--- src/irq_vec_pkg.sv ---
package irq_vec_pkg;

	// bus register byte offsets
	localparam logic [7:0] OFS_MASK    = 8'h00;
	localparam logic [7:0] OFS_FLAGS   = 8'h04;
	localparam logic [7:0] OFS_BANKCTL = 8'h08;
	localparam logic [7:0] OFS_SRCSEL  = 8'h0C;
	localparam logic [7:0] OFS_VECTOR  = 8'h10;
	localparam logic [7:0] OFS_IRQ_ST  = 8'h14;
	localparam logic [7:0] OFS_IRQ_EN  = 8'h18;

	// flag/mask bit positions; BIT_IPI_REQ is the request field bit in bank control
	localparam int BIT_PIN0 = 0;
	localparam int BIT_PIN1 = 1;
	localparam int BIT_TIMER = 3;
	localparam int BIT_SP0_RX = 4;
	localparam int BIT_SP0_TX = 5;
	localparam int BIT_SP2_RX_DMA0 = 6;
	localparam int BIT_SP2_TX_DMA1 = 7;
	localparam int BIT_HOST = 9;
	localparam int BIT_SP1_RX_DMA2 = 10;
	localparam int BIT_SP1_TX_DMA3 = 11;
	localparam int BIT_DMA4 = 12;
	localparam int BIT_DMA5 = 13;
	localparam int BIT_IPI = 14;
	localparam int BIT_IPI_REQ = 0;

	// reserved bits 15, 8 and 2 are never implemented
	localparam logic [15:0] FLAG_IMPL  = 16'h7EFB;
	localparam logic [15:0] MASK_RESET = 16'h0000;
	localparam logic [15:0] FLAG_RESET = 16'h0000;
	localparam logic [3:0]  SEL_RESET  = 4'h0;

	// vector locations, relative to the vector base
	localparam logic [6:0] VEC_RESET = 7'h00;
	localparam logic [6:0] VEC_NMI   = 7'h04;
	localparam logic [6:0] VEC_SW_LO = 7'h08;
	localparam logic [6:0] VEC_SW_HI = 7'h3C;
	localparam logic [6:0] VEC_PIN0  = 7'h40;
	localparam logic [6:0] VEC_RSV_A = 7'h48;
	localparam logic [6:0] VEC_RSV_B = 7'h60;
	localparam logic [6:0] VEC_LAST  = 7'h78;
	localparam logic [6:0] VEC_STEP  = 7'h04;

	typedef struct packed {
		logic       pin0;
		logic       pin1;
		logic       timer;
		logic       sp0_rx;
		logic       sp0_tx;
		logic       sp1_rx;
		logic       sp1_tx;
		logic       sp2_rx;
		logic       sp2_tx;
		logic       host;
		logic [5:0] dma;
	} irq_src_t;

	typedef struct packed {
		logic       valid;
		logic [6:0] vector;
		logic [4:0] priority_num;
		logic [3:0] bit_num;
	} vec_req_t;

endpackage : irq_vec_pkg

--- src/irq_vectoring.sv ---
`timescale 1ns/1ps
// Summary of operation
// - vectors sit four words apart from 0 to 120; 124..127 unused.
// - reset vectors to 00 priority 1, nmi to 04 priority 2, software 08..3C.
// - pin0 to 40 priority 3, pin1 to 44 priority 4; 48 and 60 reserved.
// - timer 4C, port0 receive 50, port0 transmit 54.
// - 58 serves port2 receive or dma0; 5C port2 transmit or dma1.
// - host port interrupt vectors to 64, priority 12.
// - 68 serves port1 receive or dma2; 6C port1 transmit or dma3.
// - own table per subsystem; dma4 70, dma5 74, interprocessor 78.
// - partner request latched in flag bit 14, serviced when mask allows.
// - writing 1 to request field raises interrupt on the partner.
// - a new request needs the field cleared to 0 first.
// - mask and flags share one 16-bit bit layout.
// - flag 1 means pending; mask 1 means enabled.
// - host interrupt sets flag bit 9, gated by mask bit 9.
// - bits 15, 8 and 2 are reserved and inert.
// - shared bits carry either a serial port or a dma event.
module irq_vectoring (
	input  wire logic                 clk,
	input  wire logic                 srst,
	input  wire logic                 nmi_req,
	input  wire logic                 soft_reset_req,
	input  wire irq_vec_pkg::irq_src_t src,
	input  wire logic                 partner_ipi,
	output logic                      ipi_to_partner,
	output irq_vec_pkg::vec_req_t     core_req,
	input  wire logic                 core_ack,
	output logic                      irq,
	input  wire logic [7:0]           s_axi_awaddr,
	input  wire logic                 s_axi_awvalid,
	output logic                      s_axi_awready,
	input  wire logic [31:0]          s_axi_wdata,
	input  wire logic [3:0]           s_axi_wstrb,
	input  wire logic                 s_axi_wvalid,
	output logic                      s_axi_wready,
	output logic [1:0]                s_axi_bresp,
	output logic                      s_axi_bvalid,
	input  wire logic                 s_axi_bready,
	input  wire logic [7:0]           s_axi_araddr,
	input  wire logic                 s_axi_arvalid,
	output logic                      s_axi_arready,
	output logic [31:0]               s_axi_rdata,
	output logic [1:0]                s_axi_rresp,
	output logic                      s_axi_rvalid,
	input  wire logic                 s_axi_rready
);

	logic [15:0] interrupt_enable_mask_q;
	logic [15:0] interrupt_pending_flags_q;
	logic        interprocessor_request_field_q;
	logic [3:0]  src_sel_q;
	logic [2:0]  irq_st_q;
	logic [2:0]  irq_en_q;
	logic        partner_ipi_q;
	logic        nmi_q;
	logic        nmi_pend_q;
	logic        rst_pend_q;
	logic [15:0] set_vec;
	logic [15:0] clr_vec;
	logic [15:0] enabled;
	irq_vec_pkg::vec_req_t core_req_d;

	// AXI write channel capture
	logic        aw_held_q;
	logic        w_held_q;
	logic [7:0]  awaddr_q;
	logic [31:0] wdata_q;
	logic [3:0]  wstrb_q;
	logic        wr_fire;
	logic        rd_fire;

	function automatic logic [6:0] bit_vector(input logic [3:0] b);
		logic [6:0] v;
		v = irq_vec_pkg::VEC_PIN0;
		case (b)
			4'h0: v = irq_vec_pkg::VEC_PIN0;
			4'h1: v = 7'(irq_vec_pkg::VEC_PIN0 + irq_vec_pkg::VEC_STEP);
			4'h3: v = 7'h4C;
			4'h4: v = 7'h50;
			4'h5: v = 7'h54;
			4'h6: v = 7'h58;
			4'h7: v = 7'h5C;
			4'h9: v = 7'h64;
			4'hA: v = 7'h68;
			4'hB: v = 7'h6C;
			4'hC: v = 7'h70;
			4'hD: v = 7'h74;
			4'hE: v = irq_vec_pkg::VEC_LAST;
			default: v = irq_vec_pkg::VEC_RSV_A;
		endcase
		return v;
	endfunction : bit_vector

	// priority equals vector slot index minus 13 (slot 16 is priority 3)
	function automatic logic [4:0] vec_priority(input logic [6:0] v);
		return 5'(v[6:2] - 5'h0D);
	endfunction : vec_priority

	// serial port / dma source selection for shared flag bits
	always_comb begin
		set_vec = 16'h0000;
		set_vec[irq_vec_pkg::BIT_PIN0]   = src.pin0;
		set_vec[irq_vec_pkg::BIT_PIN1]   = src.pin1;
		set_vec[irq_vec_pkg::BIT_TIMER]  = src.timer;
		set_vec[irq_vec_pkg::BIT_SP0_RX] = src.sp0_rx;
		set_vec[irq_vec_pkg::BIT_SP0_TX] = src.sp0_tx;
		set_vec[irq_vec_pkg::BIT_SP2_RX_DMA0] = src_sel_q[0] ? src.dma[0] : src.sp2_rx;
		set_vec[irq_vec_pkg::BIT_SP2_TX_DMA1] = src_sel_q[1] ? src.dma[1] : src.sp2_tx;
		set_vec[irq_vec_pkg::BIT_SP1_RX_DMA2] = src_sel_q[2] ? src.dma[2] : src.sp1_rx;
		set_vec[irq_vec_pkg::BIT_SP1_TX_DMA3] = src_sel_q[3] ? src.dma[3] : src.sp1_tx;
		set_vec[irq_vec_pkg::BIT_HOST] = src.host;
		set_vec[irq_vec_pkg::BIT_DMA4] = src.dma[4];
		set_vec[irq_vec_pkg::BIT_DMA5] = src.dma[5];
		// rising edge of partner request only
		set_vec[irq_vec_pkg::BIT_IPI] = partner_ipi & ~partner_ipi_q;
		set_vec = set_vec & irq_vec_pkg::FLAG_IMPL;
	end

	assign wr_fire = aw_held_q & w_held_q & ~s_axi_bvalid;
	assign rd_fire = s_axi_arvalid & s_axi_arready;

	// software clears a flag by writing 1; core acknowledge clears the taken bit
	always_comb begin
		clr_vec = 16'h0000;
		if (wr_fire && awaddr_q == irq_vec_pkg::OFS_FLAGS) begin
			clr_vec = {wstrb_q[1] ? wdata_q[15:8] : 8'h00, wstrb_q[0] ? wdata_q[7:0] : 8'h00};
		end
		if (core_ack && core_req.valid && core_req.priority_num > 5'h02) begin
			clr_vec[core_req.bit_num] = 1'b1;
		end
	end

	always_ff @(posedge clk) begin
		if (srst) begin
			partner_ipi_q <= 1'b0;
			nmi_q         <= 1'b0;
		end else begin
			partner_ipi_q <= partner_ipi;
			nmi_q         <= nmi_req;
		end
	end

	// set wins over clear
	always_ff @(posedge clk) begin
		if (srst) begin
			interrupt_pending_flags_q <= irq_vec_pkg::FLAG_RESET;
		end else begin
			interrupt_pending_flags_q <= ((interrupt_pending_flags_q & ~clr_vec) | set_vec)
				& irq_vec_pkg::FLAG_IMPL;
		end
	end

	// nmi edge and soft reset held until the core takes them
	always_ff @(posedge clk) begin
		if (srst) begin
			nmi_pend_q <= 1'b0;
			rst_pend_q <= 1'b0;
		end else begin
			if (nmi_req && !nmi_q) begin
				nmi_pend_q <= 1'b1;
			end else if (core_ack && core_req.valid
				&& core_req.vector == irq_vec_pkg::VEC_NMI) begin
				nmi_pend_q <= 1'b0;
			end
			if (soft_reset_req) begin
				rst_pend_q <= 1'b1;
			// an idle request also reads as vector 00, so valid must qualify the ack
			end else if (core_ack && core_req.valid
				&& core_req.vector == irq_vec_pkg::VEC_RESET) begin
				rst_pend_q <= 1'b0;
			end
		end
	end

	assign enabled = interrupt_pending_flags_q & interrupt_enable_mask_q;

	// lowest bit number has the smallest priority number
	always_comb begin
		core_req_d = '0;
		for (int i = 15; i >= 0; i--) begin
			if (enabled[i]) begin
				core_req_d.valid        = 1'b1;
				core_req_d.bit_num      = 4'(i);
				core_req_d.vector       = bit_vector(4'(i));
				core_req_d.priority_num = vec_priority(bit_vector(4'(i)));
			end
		end
		if (nmi_pend_q) begin
			core_req_d.valid        = 1'b1;
			core_req_d.bit_num      = 4'h0;
			core_req_d.vector       = irq_vec_pkg::VEC_NMI;
			core_req_d.priority_num = 5'h02;
		end
		if (rst_pend_q) begin
			core_req_d.valid        = 1'b1;
			core_req_d.bit_num      = 4'h0;
			core_req_d.vector       = irq_vec_pkg::VEC_RESET;
			core_req_d.priority_num = 5'h01;
		end
	end

	// registered request; drops for one cycle after an acknowledge
	always_ff @(posedge clk) begin
		if (srst) begin
			core_req <= '0;
		end else if (core_ack) begin
			core_req <= '0;
		end else begin
			core_req <= core_req_d;
		end
	end

	// request field: its level reaches the partner one cycle later; a new request needs a 0 -> 1 change
	always_ff @(posedge clk) begin
		if (srst) begin
			interprocessor_request_field_q <= 1'b0;
			ipi_to_partner                 <= 1'b0;
		end else begin
			if (wr_fire && awaddr_q == irq_vec_pkg::OFS_BANKCTL && wstrb_q[0]) begin
				interprocessor_request_field_q <= wdata_q[irq_vec_pkg::BIT_IPI_REQ];
			end
			ipi_to_partner <= interprocessor_request_field_q;
		end
	end

	always_ff @(posedge clk) begin
		if (srst) begin
			interrupt_enable_mask_q <= irq_vec_pkg::MASK_RESET;
			src_sel_q               <= irq_vec_pkg::SEL_RESET;
			irq_en_q                <= 3'h0;
		end else if (wr_fire) begin
			case (awaddr_q)
				irq_vec_pkg::OFS_MASK: begin
					if (wstrb_q[0]) interrupt_enable_mask_q[7:0] <= wdata_q[7:0] & irq_vec_pkg::FLAG_IMPL[7:0];
					if (wstrb_q[1]) interrupt_enable_mask_q[15:8] <= wdata_q[15:8] & irq_vec_pkg::FLAG_IMPL[15:8];
				end
				irq_vec_pkg::OFS_SRCSEL: begin
					if (wstrb_q[0]) src_sel_q <= wdata_q[3:0];
				end
				irq_vec_pkg::OFS_IRQ_EN: begin
					if (wstrb_q[0]) irq_en_q <= wdata_q[2:0];
				end
				default: begin
				end
			endcase
		end
	end

	// summary events: [0] pending flag raised, [1] nmi, [2] partner request; read clears
	always_ff @(posedge clk) begin
		if (srst) begin
			irq_st_q <= 3'h0;
		end else begin
			if (rd_fire && s_axi_araddr == irq_vec_pkg::OFS_IRQ_ST) begin
				irq_st_q <= 3'h0;
			end
			if (|set_vec) irq_st_q[0] <= 1'b1;
			if (nmi_req && !nmi_q) irq_st_q[1] <= 1'b1;
			if (set_vec[irq_vec_pkg::BIT_IPI]) irq_st_q[2] <= 1'b1;
		end
	end

	assign irq = |(irq_st_q & irq_en_q);

	// write address/data accepted in either order, response after both
	assign s_axi_awready = ~aw_held_q;
	assign s_axi_wready  = ~w_held_q;
	always_ff @(posedge clk) begin
		if (srst) begin
			aw_held_q    <= 1'b0;
			w_held_q     <= 1'b0;
			awaddr_q     <= 8'h00;
			wdata_q      <= 32'h0000_0000;
			wstrb_q      <= 4'h0;
			s_axi_bvalid <= 1'b0;
			s_axi_bresp  <= 2'h0;
		end else begin
			if (s_axi_awvalid && !aw_held_q) begin
				aw_held_q <= 1'b1;
				awaddr_q  <= {s_axi_awaddr[7:2], 2'h0};
			end
			if (s_axi_wvalid && !w_held_q) begin
				w_held_q <= 1'b1;
				wdata_q  <= s_axi_wdata;
				wstrb_q  <= s_axi_wstrb;
			end
			if (wr_fire) begin
				s_axi_bvalid <= 1'b1;
				s_axi_bresp  <= (awaddr_q > irq_vec_pkg::OFS_IRQ_EN) ? 2'h2 : 2'h0;
			end else if (s_axi_bvalid && s_axi_bready) begin
				s_axi_bvalid <= 1'b0;
				aw_held_q    <= 1'b0;
				w_held_q     <= 1'b0;
			end
		end
	end

	assign s_axi_arready = ~s_axi_rvalid;
	always_ff @(posedge clk) begin
		if (srst) begin
			s_axi_rvalid <= 1'b0;
			s_axi_rdata  <= 32'h0000_0000;
			s_axi_rresp  <= 2'h0;
		end else if (rd_fire) begin
			s_axi_rvalid <= 1'b1;
			s_axi_rresp  <= 2'h0;
			case ({s_axi_araddr[7:2], 2'h0})
				irq_vec_pkg::OFS_MASK:    s_axi_rdata <= {16'h0000, interrupt_enable_mask_q};
				irq_vec_pkg::OFS_FLAGS:   s_axi_rdata <= {16'h0000, interrupt_pending_flags_q};
				irq_vec_pkg::OFS_BANKCTL: s_axi_rdata <= {31'h0, interprocessor_request_field_q};
				irq_vec_pkg::OFS_SRCSEL:  s_axi_rdata <= {28'h0, src_sel_q};
				irq_vec_pkg::OFS_VECTOR:  s_axi_rdata <= {19'h0, core_req.valid, core_req.priority_num, core_req.vector};
				irq_vec_pkg::OFS_IRQ_ST:  s_axi_rdata <= {29'h0, irq_st_q};
				irq_vec_pkg::OFS_IRQ_EN:  s_axi_rdata <= {29'h0, irq_en_q};
				default: begin
					s_axi_rdata <= 32'h0000_0000;
					s_axi_rresp <= 2'h2;
				end
			endcase
		end else if (s_axi_rready) begin
			s_axi_rvalid <= 1'b0;
		end
	end

	a_ipi_latch: assert property (@(posedge clk) disable iff (srst)
		partner_ipi && !partner_ipi_q |=> interrupt_pending_flags_q[14])
		else $error("partner request not latched in flag 14");

	a_rsv_bits: assert property (@(posedge clk) disable iff (srst)
		(interrupt_pending_flags_q & ~irq_vec_pkg::FLAG_IMPL) == 16'h0000)
		else $error("reserved flag bit set");

	a_ipi_edge: assert property (@(posedge clk) disable iff (srst)
		$rose(interprocessor_request_field_q) |=> ipi_to_partner)
		else $error("request field did not raise partner interrupt");

	a_host_flag: assert property (@(posedge clk) disable iff (srst)
		src.host |=> interrupt_pending_flags_q[9])
		else $error("host interrupt not pending");

	a_reset_vec: assert property (@(posedge clk) disable iff (srst)
		rst_pend_q && !core_ack |=> core_req.vector == 7'h00 && core_req.priority_num == 5'h01)
		else $error("reset not at vector 00");

	a_nmi_vec: assert property (@(posedge clk) disable iff (srst)
		nmi_pend_q && !rst_pend_q && !core_ack |=> core_req.vector == 7'h04)
		else $error("nmi not taken ahead of maskable");

	a_masked_quiet: assert property (@(posedge clk) disable iff (srst)
		core_req.valid && core_req.priority_num > 5'h02
		|-> |($past(interrupt_enable_mask_q) & (16'h0001 << core_req.bit_num)))
		else $error("masked source requested");

	// acknowledge withdraws the request so the core cannot take it twice
	a_ack_drop: assert property (@(posedge clk) disable iff (srst)
		core_ack |=> !core_req.valid)
		else $error("request not withdrawn after acknowledge");

	a_ipi_raise: assert property (@(posedge clk) disable iff (srst)
		!ipi_to_partner && interprocessor_request_field_q |=> ipi_to_partner)
		else $error("partner request not raised");

	a_vec_range: assert property (@(posedge clk) disable iff (srst)
		core_req.valid |-> core_req.vector <= 7'h78 && core_req.vector[1:0] == 2'h0
		&& core_req.vector != 7'h48 && core_req.vector != 7'h60)
		else $error("vector outside table");

	a_timer_prio: assert property (@(posedge clk) disable iff (srst)
		core_req.valid && core_req.bit_num == 4'h3 && core_req.priority_num > 5'h02
		|-> core_req.vector == 7'h4C && core_req.priority_num == 5'h06)
		else $error("timer vector wrong");

endmodule : irq_vectoring

--- config.mk ---
export PLATFORM = sky130hd
export DESIGN_NAME = irq_vectoring
export DESIGN_NICKNAME = d
export VERILOG_FILES = /design/src/irq_vec_pkg.sv /design/src/irq_vectoring.sv
export SDC_FILE = /design/constraint.sdc
export NUM_CORES = 1
export LEC_CHECK = 0
export ABC_AREA = 1
export BUFFER_PORTS_ARGS = -buffer_cell sky130_fd_sc_hd__buf_2
export CORE_UTILIZATION = 40
export CTS_CLUSTER_SIZE = 12
export DETAILED_ROUTE_END_ITERATION = 10
export HOLD_SLACK_MARGIN = 0.15
export PLACE_DENSITY = 0.67
export SYNTH_ARGS = -nofsm -noshare
export SYNTH_HDL_FRONTEND = slang
export SYNTH_SLANG_ARGS = --single-unit
--- constraint.sdc ---
create_clock -name clk -period 1.8 [get_ports clk]
set_input_delay 0.09 -clock clk [delete_from_list [all_inputs] [get_ports clk]]
set_output_delay 0.09 -clock clk [all_outputs]
set_load 0.01 [all_outputs]
[After elaboration in Yosys (flattened, before gate mapping)]
Cells that the tools add are included.
Widths: inputs -> output; s select.
Word-level totals
  flip-flop bits (word level): 122
Cells by class
  add/sub/neg operators: 16
  bitwise logic cells: 15
  muxes and demuxes: 65
  $lt $le $gt $ge: 4
  equal/unequal tests: 12
  reductions and logical operators: 42
Operator list (count)
  $mux 17: 18
  $mux 7: 17
  $pmux 15 s7: 1
  $sub 5x4->5 const B: 16
  $and 15x15->15: 2
  $mux 15: 2
  $or 15x15->15: 2
  $reduce_or 13->1: 2
  $eq 6x2->1 const B: 4
  $eq 6x3->1 const B: 4
  $mux 1: 22
  $reduce_or 19->1: 1
  $not 15->15: 1
  $reduce_bool 2->1: 7
  $logic_and 1x1->1: 13
  $eq 6x1->1 const B: 2
  $reduce_and 3->1: 4
  $reduce_or 12->1: 1
  $eq 8x5->1 const B: 1
  $gt 8x5->1 const B: 1
  $logic_not 8->1: 1
  $mux 8: 1
  $reduce_or 8->1: 1
  $eq 7x3->1 const B: 1
  18 further kinds: 29

[Longest topological paths before layout]
Gate-level depths: netlist (run 1).
  word-level depth: 20
  depth in mapped cells: 14
  depth with buffers taken out: 14

[Worst setup path after synthesis (run 1)]
OpenSTA, ideal clock, no wires.
  kind: register to register
  start point: reg awaddr_q[5]
  end point: reg interrupt_pending_flags_q[7]
  stages on the path, launching flop included: 8
  data arrival time: 1.177 ns
  path slack: 0.491 ns
  data required time: 1.668 ns
  clock period less this slack: 1.309 ns
  buffers on the path: 1
  cell sequence: dfxtp_1 nor3_4 nand2_2 nor4_4 buf_6 nand3_1 nand3_1 a21oi_1
On the way
  word-level cells in the longest chain between the ends: 8
RTL lines
  start: declaration: RTL line irq_vectoring.sv:67  | logic [7:0] awaddr_q;
  start signal: assignment: RTL line irq_vectoring.sv:281  | awaddr_q <= {s_axi_awaddr[7:2], 2'h0};
  $eq 6x1->1 (*): RTL line irq_vectoring.sv:126  | if (wr_fire && awaddr_q == irq_vec_pkg::OFS_FLAGS) begin
  $logic_and 1x1->1 (*): RTL line irq_vectoring.sv:126
  $mux 15 (*): RTL line irq_vectoring.sv:126
  $or 15x15->15 (no source line)
  $mux 15 (*): RTL line irq_vectoring.sv:129  | if (core_ack && core_req.valid && core_req.priority_num > 5'h02) begin
  $not 15->15 (*): RTL line irq_vectoring.sv:149  | interrupt_pending_flags_q <= ((interrupt_pending_flags_q & ~clr_vec) | set_vec)
  $and 15x15->15 (*): RTL line irq_vectoring.sv:149
  $or 15x15->15 (*): RTL line irq_vectoring.sv:149
  end signal: assignment: RTL line irq_vectoring.sv:147  | interrupt_pending_flags_q <= irq_vec_pkg::FLAG_RESET;
  end signal: assignment: RTL line irq_vectoring.sv:149
  end: declaration: RTL line irq_vectoring.sv:50  | logic [15:0] interrupt_pending_flags_q;
Mark *: on every way between the ends. The rest lies on a longest branch, timed or not.
A chain may end at the register's enable or synchronous reset.

==> metrics, run 1 <==
Max Fclk between 600 and 700 MHz; number of I/O pins 139; H-Tree Depth 3; GPL Wtd Cong 0.901; GRT overflow 0; grt met3 use under 10%; Reg2Reg Launch Point src_sel_q[2]; Slew Limit Fails 0; share of cells above drive strength 1 19.4%; Fill cells 1073; Register-to-Register Setup Slack between 150 and 200 ps; TritonCTS buffer count 9; register bit total from synthesis between 90 and 100; Design Power about 5 mW; area leader, netlist dfxtp_1; Max-cap violations 0; synth top area cells dfxtp_1 (42%), nand2_1 (9.2%), nor2_1 (7.4%); Critical Path AT ~1900 ps; global route hottest layer met2; Setup CP Type input pin to register; maximum vdd ir drop roughly 0.60 mV; RSZ-0062 raised after global routing no; Yosys cell types between 40 and 50; Final Core Density 54.3%; hpwl dp approximately 10000 microns; Final Setup Violations 0; root buf cell clkbuf_16; origin of the worst min-delay path s_axi_arvalid; CTS tree done; GRT met2 Usage between 30% and 40%; starting density of the core between 40% and 50%; nature of the critical path endpoint register; Finished Cell Area roughly 0.006 sq mm; Clock Latency Late Sink roughly 350 ps; Pwr per Cell Area between 800 and 900 mW/mm^2; wire per inst 14.3 microns; largest net degree at the start of global routing 25; post-layout min period between 1500 and 2000 ps; Die W ~110 microns; CP Max Fanout 24; post-synthesis sequential area ratio 42.3%; Most used DFF post-synth dfxtp_1; hold path depth 4; grt met1 use just over 30%; Hold Path Sink s_axi_rdata[1]; die height 109 microns; vias in the first global route 4251; Post-synth EDFFs 0; DRC 0; Tot GR Track Use a little under a quarter; worst hold path class input pin to register; global-route wire length before repair around 21000 microns; final WL 13200 microns; TNS Setup 0 ps; status finished, final reports clean; Mapped Area roughly 0.0046 sq mm; total core area around 0.011 sq mm; ant diodes 0; worst path required time between 2000 and 2500 ps; Post-synth ARST share 0%; synth warn 0; Routed Antenna Nets 0; placement row count 38; I/O Buffers 95; crit start category input pin; leakage component of the power roughly 2.8 nW; Final Net Count 859; initial DRC count between 300 and 400; worst-case clock buffer depth 2; clock slew at reported path FFs around 70 ps; Synth top area share a little over two fifths; initial antenna violation count 0; Synth Instances about 630; Post-Route Skew 7.60 ps; post-CTS setup repair buffer count 0; Placed Instance Area between 0.005 and 0.006 sq mm; drt via density between 4 and 5; first-pass iteration count of the detailed router 5; Area Growth Syn to Fin 30.5%; Register-to-Register Path Depth 3; via count roughly 4600; clock sink count 97; FF-to-FF End interrupt_pending_flags_q[10]; endpoints failing hold 0; die area 0.0119 sq mm; fin crit share 91.7%; synthesized area per cell between 7 and 8 sq um
logic make-up (layout without fill, tap and decap cells):
logic type      after synthesis  after routing  share of synthesized area [%]
simple gates                289            289                           29.3
flops                        97             97                           42.3
compound gates              128            128                           15.6
buf+inv                     115            246                           11.9
mux                           4              4                          0.872
other cells                   1             21                         0.0817
how the worst max path moves through the flow:
stage	startpoint	end	slack (ps)	cells after the start
2_1_floorplan	awaddr_q[5]	interrupt_pending_flags_q[7]	490	7
3_3_place_gp	awaddr_q[5]	interrupt_pending_flags_q[5]	370	7
3_5_place_dp	awaddr_q[5]	interrupt_pending_flags_q[5]	320	7
4_1_cts	srst	aw_held_q	130	7
5_1_grt	srst	w_held_q	50	7
6_report	srst	aw_held_q	150	7
layer usage:
layer  up-vias  part of all wire, %
met5         -                    0
met4         0                  1.6
met3        17                  6.3
met2       168                   46
met1      2082                   46
li1       2318                    -
synth_stat cells, types with 2 or more instances:
cell        n
nand2_1   112
dfxtp_1    97
nor2_1     90
inv_1      65
o21ai_0    53
a21oi_1    48
nand3_1    45
buf_4      26
nor3_1     10
clkbuf_1    9
nand4_1     7
a31oi_1     6
buf_2       5
o211ai_1    5
inv_2       4
mux2i_1     4
nand3_2     4
nor2_2      4
a22oi_1     3
clkinv_1    3
nand2_2     3
nor2_4      3
a22o_1      2
nor3_4      2
or2_2       2
stage by stage:
stage                     worst slack (ps)  hold slack [ps]  instances
after global placement                 366              303        858
after detailed placement               315              308        858
final                                  150              180        925
after CTS                              135              161        925
after floorplan                        491              207        654
after global routing                  47.4              230        925
where the power goes:
part | leakage (nW) | internal [mW] | switching (mW)
Sequential | 0.795 | 2.24 | 0.0812
Combinational | 1.85 | 0.228 | 0.291
Clock | 0.167 | 1.40 | 0.822
Total | 2.82 | 3.87 | 1.19
flip-flops by register name, summed over array words and instances (netlist names):
signal,count
s_axi_rdata,15
core_req,12
w_held_q,1
interrupt_pending_flags_q,13
irq_en_q,3
wdata_q,14
s_axi_bvalid,1
awaddr_q,6
aw_held_q,1
interrupt_enable_mask_q,13
rst_pend_q,1
wstrb_q,2
ipi_to_partner,1
s_axi_rresp,1
s_axi_rvalid,1
src_sel_q,4
s_axi_bresp,1
nmi_q,1
nmi_pend_q,1
partner_ipi_q,1
interprocessor_request_field_q,1
irq_st_q,3
cell usage in the layout, fill, tap and decap left out, types with 2 or more instances in the layout:
cell type | Yosys | final
clkinv_1 | 3 | 3
a22o_1 | 2 | 2
a31oi_1 | 6 | 6
nor3_1 | 10 | 10
nand2_1 | 112 | 112
buf_4 | 26 | 10
nor2_2 | 4 | 4
o211ai_1 | 5 | 5
nand3_2 | 4 | 4
or2_2 | 2 | 2
inv_1 | 65 | 65
conb_1 | 1 | 21
dfxtp_1 | 97 | 97
nand3_1 | 45 | 45
o21ai_0 | 53 | 53
bufinv_16 | 0 | 3
nor2_1 | 90 | 90
nand4_1 | 7 | 7
nand2_2 | 3 | 3
nor3_4 | 2 | 2
clkbuf_1 | 9 | 2
mux2i_1 | 4 | 4
clkbuf_16 | 0 | 9
inv_2 | 4 | 4
a22oi_1 | 3 | 3
nor2_4 | 3 | 3
dlygate4sd3_1 | 0 | 51
a21oi_1 | 48 | 48
buf_2 | 5 | 95
critical path, stage by stage:
cell,delay (ps)
dlygate4sd3_1,530
buf_2,260
inv_1,120
buf_6,180
nand2_1,110
a21oi_1,40
dlygate4sd3_1,550
timing repair:
action | in CTS | in global routing
hold buffers | 51 | 0
endpoints found under the hold margin | 53 | 0
gates resized for setup | 0 | 1
endpoints found under the setup margin | 0 | 1
cell type report:
type | instances | area, sq um | share of cell area (%)
multi-input combinational | 442 | 2180 | 36.4
sequential | 97 | 1940 | 32.4
timing repair buffer | 157 | 1070 | 17.9
inverter | 73 | 275 | 4.60
clock buffer | 12 | 246 | 4.12
tap | 140 | 175 | 2.92
clock inverter | 4 | 98.8 | 1.65
(Power assumes the default switching activity.)
==> run 2: changes to the inputs <==
--- a/config.mk
+++ b/config.mk
@@ -11,7 +11,7 @@
 export CTS_CLUSTER_SIZE = 12
 export DETAILED_ROUTE_END_ITERATION = 10
 export HOLD_SLACK_MARGIN = 0.15
-export PLACE_DENSITY = 0.67
+export PLACE_DENSITY = 0.65
 export SYNTH_ARGS = -nofsm -noshare
 export SYNTH_HDL_FRONTEND = slang
 export SYNTH_SLANG_ARGS = --single-unit
==> constraint.sdc (replaced) <==
create_clock -name clk -period 1.7 [get_ports clk]
set_input_delay 0.085 -clock clk [delete_from_list [all_inputs] [get_ports clk]]
set_output_delay 0.085 -clock clk [all_outputs]
set_load 0.01 [all_outputs]
==> run 2 against run 1 <==
Critical path type unchanged. Critical path depth is the same. Non-clock buffer count grew 2. Global-route usage shrank 0.13 points. Utilization shrank 0.25 points. Routed wire length grew 0.22%.
==> metrics, run 2 (same netlist as run 1, synthesis figures left out) <==
status finished, final reports clean (unchanged); Max Fclk a little over 600 MHz; TNS Setup 0 ps (unchanged); Slowest cell on crit path dlygate4sd3_1 (unchanged); GRT overflow 0 (unchanged); Place WS 205 ps (was 315 ps); Post-Route Skew 9.16 ps (was 7.60 ps); GPL Wtd Cong 0.875 (was 0.901); Routed Antenna Nets 0 (unchanged); crit-path cells dlygate4sd3_1 > clkbuf_4 > inv_2 > buf_8 > nand2_1 > a21oi_1 > dlygate4sd3_1 (was dlygate4sd3_1 > buf_2 > inv_1 > buf_6 > nand2_1 > a21oi_1 > dlygate4sd3_1); nature of the critical path endpoint register (unchanged); fin crit share around 95%; first-pass iteration count of the detailed router 6 (was 5); worst path required time 1980 ps (was 2030 ps); TritonCTS buffer count 9 (unchanged); Setup CP Type input pin to register (unchanged); initial antenna violation count 0 (unchanged); worst-case clock buffer depth 2 (unchanged); DRC 0 (unchanged); initial DRC count 263 (was 358); clock slew at reported path FFs 70 ps (about the same); Final Net Count 861 (was 859); leakage component of the power 2.80 nW (was 2.82 nW); Register-to-Register Path Depth 3 (unchanged); global-route wire length before repair 20600 microns (about the same); wire per inst 14.3 microns (about the same); share of cells above drive strength 1 19.7% (was 19.4%); placement row count 38 (unchanged); vias in the first global route 4208 (was 4251); root buf cell clkbuf_16 (unchanged); starting density of the core 41.6% (unchanged); Reg with most FFs s_axi_rdata (unchanged); hpwl dp 9830 microns (was 9840 microns); Slew Limit Fails 0 (unchanged); Final Setup Violations 0 (unchanged); drt via density 5.02 (was 4.96); Largest regs s_axi_rdata x15, wdata_q x14 (unchanged); maximum vdd ir drop 0.490 mV (was 0.595 mV); clock sink count 97 (unchanged); setup ws final 84.5 ps (was 150 ps); most frequent CP cell dlygate4sd3_1 (unchanged); ant diodes 0 (unchanged); total core area 0.0110 sq mm (unchanged); crit start category input pin (unchanged); worst hold path class input pin to register (unchanged); max FFs per register 15 (unchanged); Fill cells 1054 (was 1073); Tot GR Track Use 22.6% (was 22.8%); Max-cap violations 0 (unchanged); Area Growth Syn to Fin 29.9% (was 30.5%); H-Tree Depth 3 (unchanged); endpoints failing hold 0 (unchanged); I/O Buffers 95 (unchanged); post-CTS setup repair buffer count 0 (unchanged); post-layout min period between 1500 and 2000 ps; commonest non-fill, non-tap cell in the layout nand2_1 (unchanged); number of I/O pins 139 (unchanged); CP Max Fanout 24 (unchanged); Die W 109 microns (unchanged); final WL 13300 microns (was 13200 microns); Critical Path AT 1900 ps (was 1880 ps); Clock Latency Late Sink 340 ps (was 350 ps); Top delay family on crit path buffers and inverters (unchanged); die area 0.0119 sq mm (unchanged); RSZ-0062 raised after global routing no (unchanged); die height 109 microns (unchanged); Pwr per Cell Area 845 mW/mm^2 (about the same); most frequent cells in the layout nand2_1 (112), dfxtp_1 (97), buf_2 (94) (was nand2_1 (112), dfxtp_1 (97), buf_2 (95)); CP bufs+invs 5 (unchanged); cell depth of the worst setup path 7 (unchanged); largest net degree at the start of global routing 25 (unchanged); via count 4656 (was 4585); Max stage delay on crit path 550 ps (about the same); hold path depth 5 (was 4); CTS tree done (unchanged)
==> run 2: cell count changes in the layout (fill, tap and decap cells not counted), sizes merged <==
cell	previous run	this run
buf	106	107
bufinv	3	1
clkinv	4	6
clkinvlp	0	1
==> run 2: path summary, 6_finish.rpt <==
| path | from | end | slack, ps |
|---|---|---|---|
| max | srst | aw_held_q | 80 |
| min | s_axi_araddr[1] | irq_st_q[2] | 190 |
| max reg2reg | src_sel_q[2] | interrupt_pending_flags_q[10] | 130 |
| min reg2reg | interprocessor_request_field_q | ipi_to_partner | 460 |
==> run 2: cell type report <==
type                       instances  area (sq um)  area share, %
multi-input combinational        442          2180           36.6
timing repair buffer             159          1090           18.3
clock buffer                      11           233           3.90
sequential                        97          1940           32.6
tap                              140           175           2.94
clock inverter                     5          63.8           1.07
inverter                          73           275           4.62
==> run 2: timing repair <==
action | in CTS | in global routing
endpoints found under the hold margin | 52 | 0
resized for setup | 0 | 4
hold buffers | 51 | 0
setup endpoints to repair | 0 | 2
==> run 2: tightest hold or removal path, stage by stage <==
cell     delay, ps
buf_2           70
nor3_1          50
nand2_1        100
nand2_1         70
a21oi_1        110
==> run 2: where the power goes <==
| group | switching [mW] | leakage, nW | internal (mW) |
|---|---|---|---|
| clock | 0.876 | 0.140 | 1.15 |
| combinational | 0.312 | 1.87 | 0.247 |
| sequential | 0.0865 | 0.795 | 2.37 |
==> run 2: layer usage <==
| layer | track usage (%) | vias to the layer above | share of wire (%) | routed length, microns |
|---|---|---|---|---|
| li1 | - | 2325 | - | - |
| met1 | 30.3 | 2134 | 45 | 5990 |
| met2 | 37.1 | 179 | 46 | 6110 |
| met3 | 3.35 | 18 | 6.9 | 909 |
| met4 | 7.72 | 0 | 1.8 | 240 |
| met5 | 0 | - | 0 | 0 |
==> run 2: through the flow <==
step           cell area [sq um]  hold slack [ps]  total power, mW  cells  util (%)
4_1_cts                     5950              158             5.06    927      54.0
3_3_place_gp                5140              298             2.95    860      46.6
6_report                    5960              189             5.04    927      54.0
2_1_floorplan               4670              202             2.81    654         -
5_1_grt                     5960              233             5.24    927      54.0
3_5_place_dp                5140              309             2.96    860      46.6
==> run 3: changes to the inputs <==
--- a/config.mk
+++ b/config.mk
@@ -8,10 +8,12 @@
 export ABC_AREA = 1
 export BUFFER_PORTS_ARGS = -buffer_cell sky130_fd_sc_hd__buf_2
 export CORE_UTILIZATION = 40
+export CTS_BUF_LIST = sky130_fd_sc_hd__clkbuf_2
 export CTS_CLUSTER_SIZE = 12
 export DETAILED_ROUTE_END_ITERATION = 10
 export HOLD_SLACK_MARGIN = 0.15
 export PLACE_DENSITY = 0.65
+export SETUP_SLACK_MARGIN = 0.2
 export SYNTH_ARGS = -nofsm -noshare
 export SYNTH_HDL_FRONTEND = slang
 export SYNTH_SLANG_ARGS = --single-unit
==> run 3 against run 2 <==
Routed wire length is 1.2% higher. Worst setup slack gained 120 ps. Sequential share of layout area is 0.16 points higher. Final cell count is 1.9% higher. Critical endpoint is now interrupt_pending_flags_q[5]. Highest routed layer unchanged.
==> metrics, run 3 (same netlist as run 1, synthesis figures left out) <==
Area Growth Syn to Fin 30.3% (was 29.9%); vias in the first global route 4238 (was 4208); Setup CP Type register to register (was input pin to register); TNS Setup 0 ps (unchanged); endpoints failing hold 0 (unchanged); origin of the worst min-delay path s_axi_araddr[6] (was s_axi_araddr[1]); nature of the critical path endpoint register (unchanged); Register-to-Register Path Depth 7 (was 3); max FFs per register 15 (unchanged); status finished, final reports clean (unchanged); global-route wire length before repair 20600 microns (about the same); Die W 109 microns (unchanged); largest net degree at the start of global routing 25 (unchanged); setup ws final 207 ps (was 84.5 ps); starting density of the core 41.6% (unchanged); WHS 171 ps (was 189 ps); initial DRC count 355 (was 263); Slew Limit Fails 0 (unchanged); Critical Path AT 1940 ps (was 1900 ps); Reg with most FFs s_axi_rdata (unchanged); drt via density 5.00 (was 5.02); CTS tree done (unchanged); die height 109 microns (unchanged); Slowest cell on crit path dfxtp_2 (was dlygate4sd3_1); Post-Route Skew 34.8 ps (was 9.16 ps); Max stage delay on crit path 390 ps (was 550 ps); post-layout min period 1490 ps (was 1620 ps); Placed Instance Area 0.00514 sq mm (unchanged); Top delay family on crit path simple AND/OR/NAND/NOR gates (was buffers and inverters); most frequent cells in the layout nand2_1 (111), buf_2 (95), nor2_1 (89) (was nand2_1 (112), dfxtp_1 (97), buf_2 (94)); commonest non-fill, non-tap cell in the layout nand2_1 (unchanged); root buf cell clkbuf_2 (was clkbuf_16); H-Tree Depth 3 (unchanged); total core area 0.0110 sq mm (unchanged); crit-path cells nor3_4 > nand2_2 > nor4_4 > buf_6 > nand3_1 > a31oi_1 > nor2_1 (was dlygate4sd3_1 > clkbuf_4 > inv_2 > buf_8 > nand2_1 > a21oi_1 > dlygate4sd3_1); Clock Latency Late Sink 560 ps (was 340 ps); Fill cells 1049 (was 1054); clock sink count 97 (unchanged); fin crit share 87.8% (was 95.0%); first-pass iteration count of the detailed router 5 (was 6); GRT overflow 0 (unchanged); Max-cap violations 0 (unchanged); GPL Wtd Cong 0.875 (unchanged); Final Net Count 879 (was 861); CP Max Fanout 10 (was 24); Final Setup Violations 0 (unchanged); Finished Cell Area 0.00598 sq mm (was 0.00596 sq mm); RSZ-0062 raised after global routing yes (was no); initial antenna violation count 0 (unchanged); Reg2Reg Launch Point awaddr_q[7] (was src_sel_q[2]); worst hold path class input pin to register (unchanged); share of cells above drive strength 1 23.2% (was 19.7%); placement row count 38 (unchanged); Register-to-Register Setup Slack 210 ps (was 130 ps); TritonCTS buffer count 9 (unchanged); FF-to-FF End interrupt_pending_flags_q[5] (was interrupt_pending_flags_q[10]); hold path depth 8 (was 5); final WL 13400 microns (was 13300 microns); Routed Antenna Nets 0 (unchanged); I/O Buffers 95 (unchanged); Max Fclk 670 MHz (was 619 MHz); DRC 0 (unchanged); worst path required time 2150 ps (was 1980 ps); Tot GR Track Use 22.7% (was 22.6%); maximum vdd ir drop 0.426 mV (was 0.490 mV); Place WS 205 ps (unchanged); CP bufs+invs 1 (was 5); wire per inst 14.2 microns (was 14.3 microns); worst-case clock buffer depth 2 (unchanged); hpwl dp 9830 microns (unchanged); via count 4727 (was 4656); Largest regs s_axi_rdata x15, wdata_q x14 (unchanged); Hold Path Sink s_axi_rdata[6] (was irq_st_q[2]); ant diodes 0 (unchanged); clock slew at reported path FFs 250 ps (was 70 ps); die area 0.0119 sq mm (unchanged); Pwr per Cell Area 702 mW/mm^2 (was 845 mW/mm^2); leakage component of the power 2.82 nW (was 2.80 nW); number of I/O pins 139 (unchanged); crit start category register (was input pin)
-- run 3: routing by layer --
metal / routed length [microns] / up-vias / GRT usage [%]
li1: - / 2360 / -
met1: 6160 / 2170 / 30.0
met2: 6170 / 175 / 37.2
met3: 790 / 22 / 3.23
met4: 286 / 0 / 8.88
met5: 0 / - / 0
-- run 3: how the worst max path moves through the flow --
stage / start / end / slack (ps) / cells past startpoint
final: awaddr_q[7] / interrupt_pending_flags_q[5] / 210 / 7
after global routing: awaddr_q[7] / interrupt_pending_flags_q[5] / 90 / 7
after CTS: awaddr_q[5] / interrupt_pending_flags_q[5] / 210 / 7
after detailed placement: w_held_q / src_sel_q[2] / 200 / 7
after global placement: awaddr_q[5] / interrupt_pending_flags_q[11] / 270 / 7
after floorplan: awaddr_q[5] / interrupt_pending_flags_q[7] / 390 / 7
-- run 3: cell type report --
cell class                 instances  area [sq um]  share of cell area (%)
sequential                        97          1960                    32.7
tap                              140           175                    2.93
inverter                          73           282                    4.71
clock inverter                     5          63.8                    1.07
clock buffer                      11          55.1                   0.920
timing repair buffer             177          1250                    20.9
multi-input combinational        442          2200                    36.8
-- run 3: what timing repair did --
action	4_1_cts	5_1_grt
pin swaps	0	6
resized for setup	1	28
buffers inserted	0	9
hold endpoints to repair	75	3
hold buffers	59	2
endpoints found under the setup margin	4	41
-- run 3: worst register-to-register path, stage by stage, from the launching register on --
cell,delay (ps)
dfxtp_2,390
nor3_4,210
nand2_2,110
nor4_4,150
buf_6,170
nand3_1,110
a31oi_1,190
nor2_1,60
-- run 3: power by group --
part	internal [mW]	switching, mW
combinational	0.274	0.321
sequential	2.38	0.0873
clock	0.363	0.777
-- run 3: metrics by stage --
stage / total power, mW / std cells / util [%]
4_1_cts: 4.20 / 935 / 53.1
3_3_place_gp: 2.95 / 860 / 46.6
5_1_grt: 4.40 / 945 / 54.2
3_5_place_dp: 2.96 / 860 / 46.6
2_1_floorplan: 2.81 / 654 / -
6_report: 4.20 / 945 / 54.2
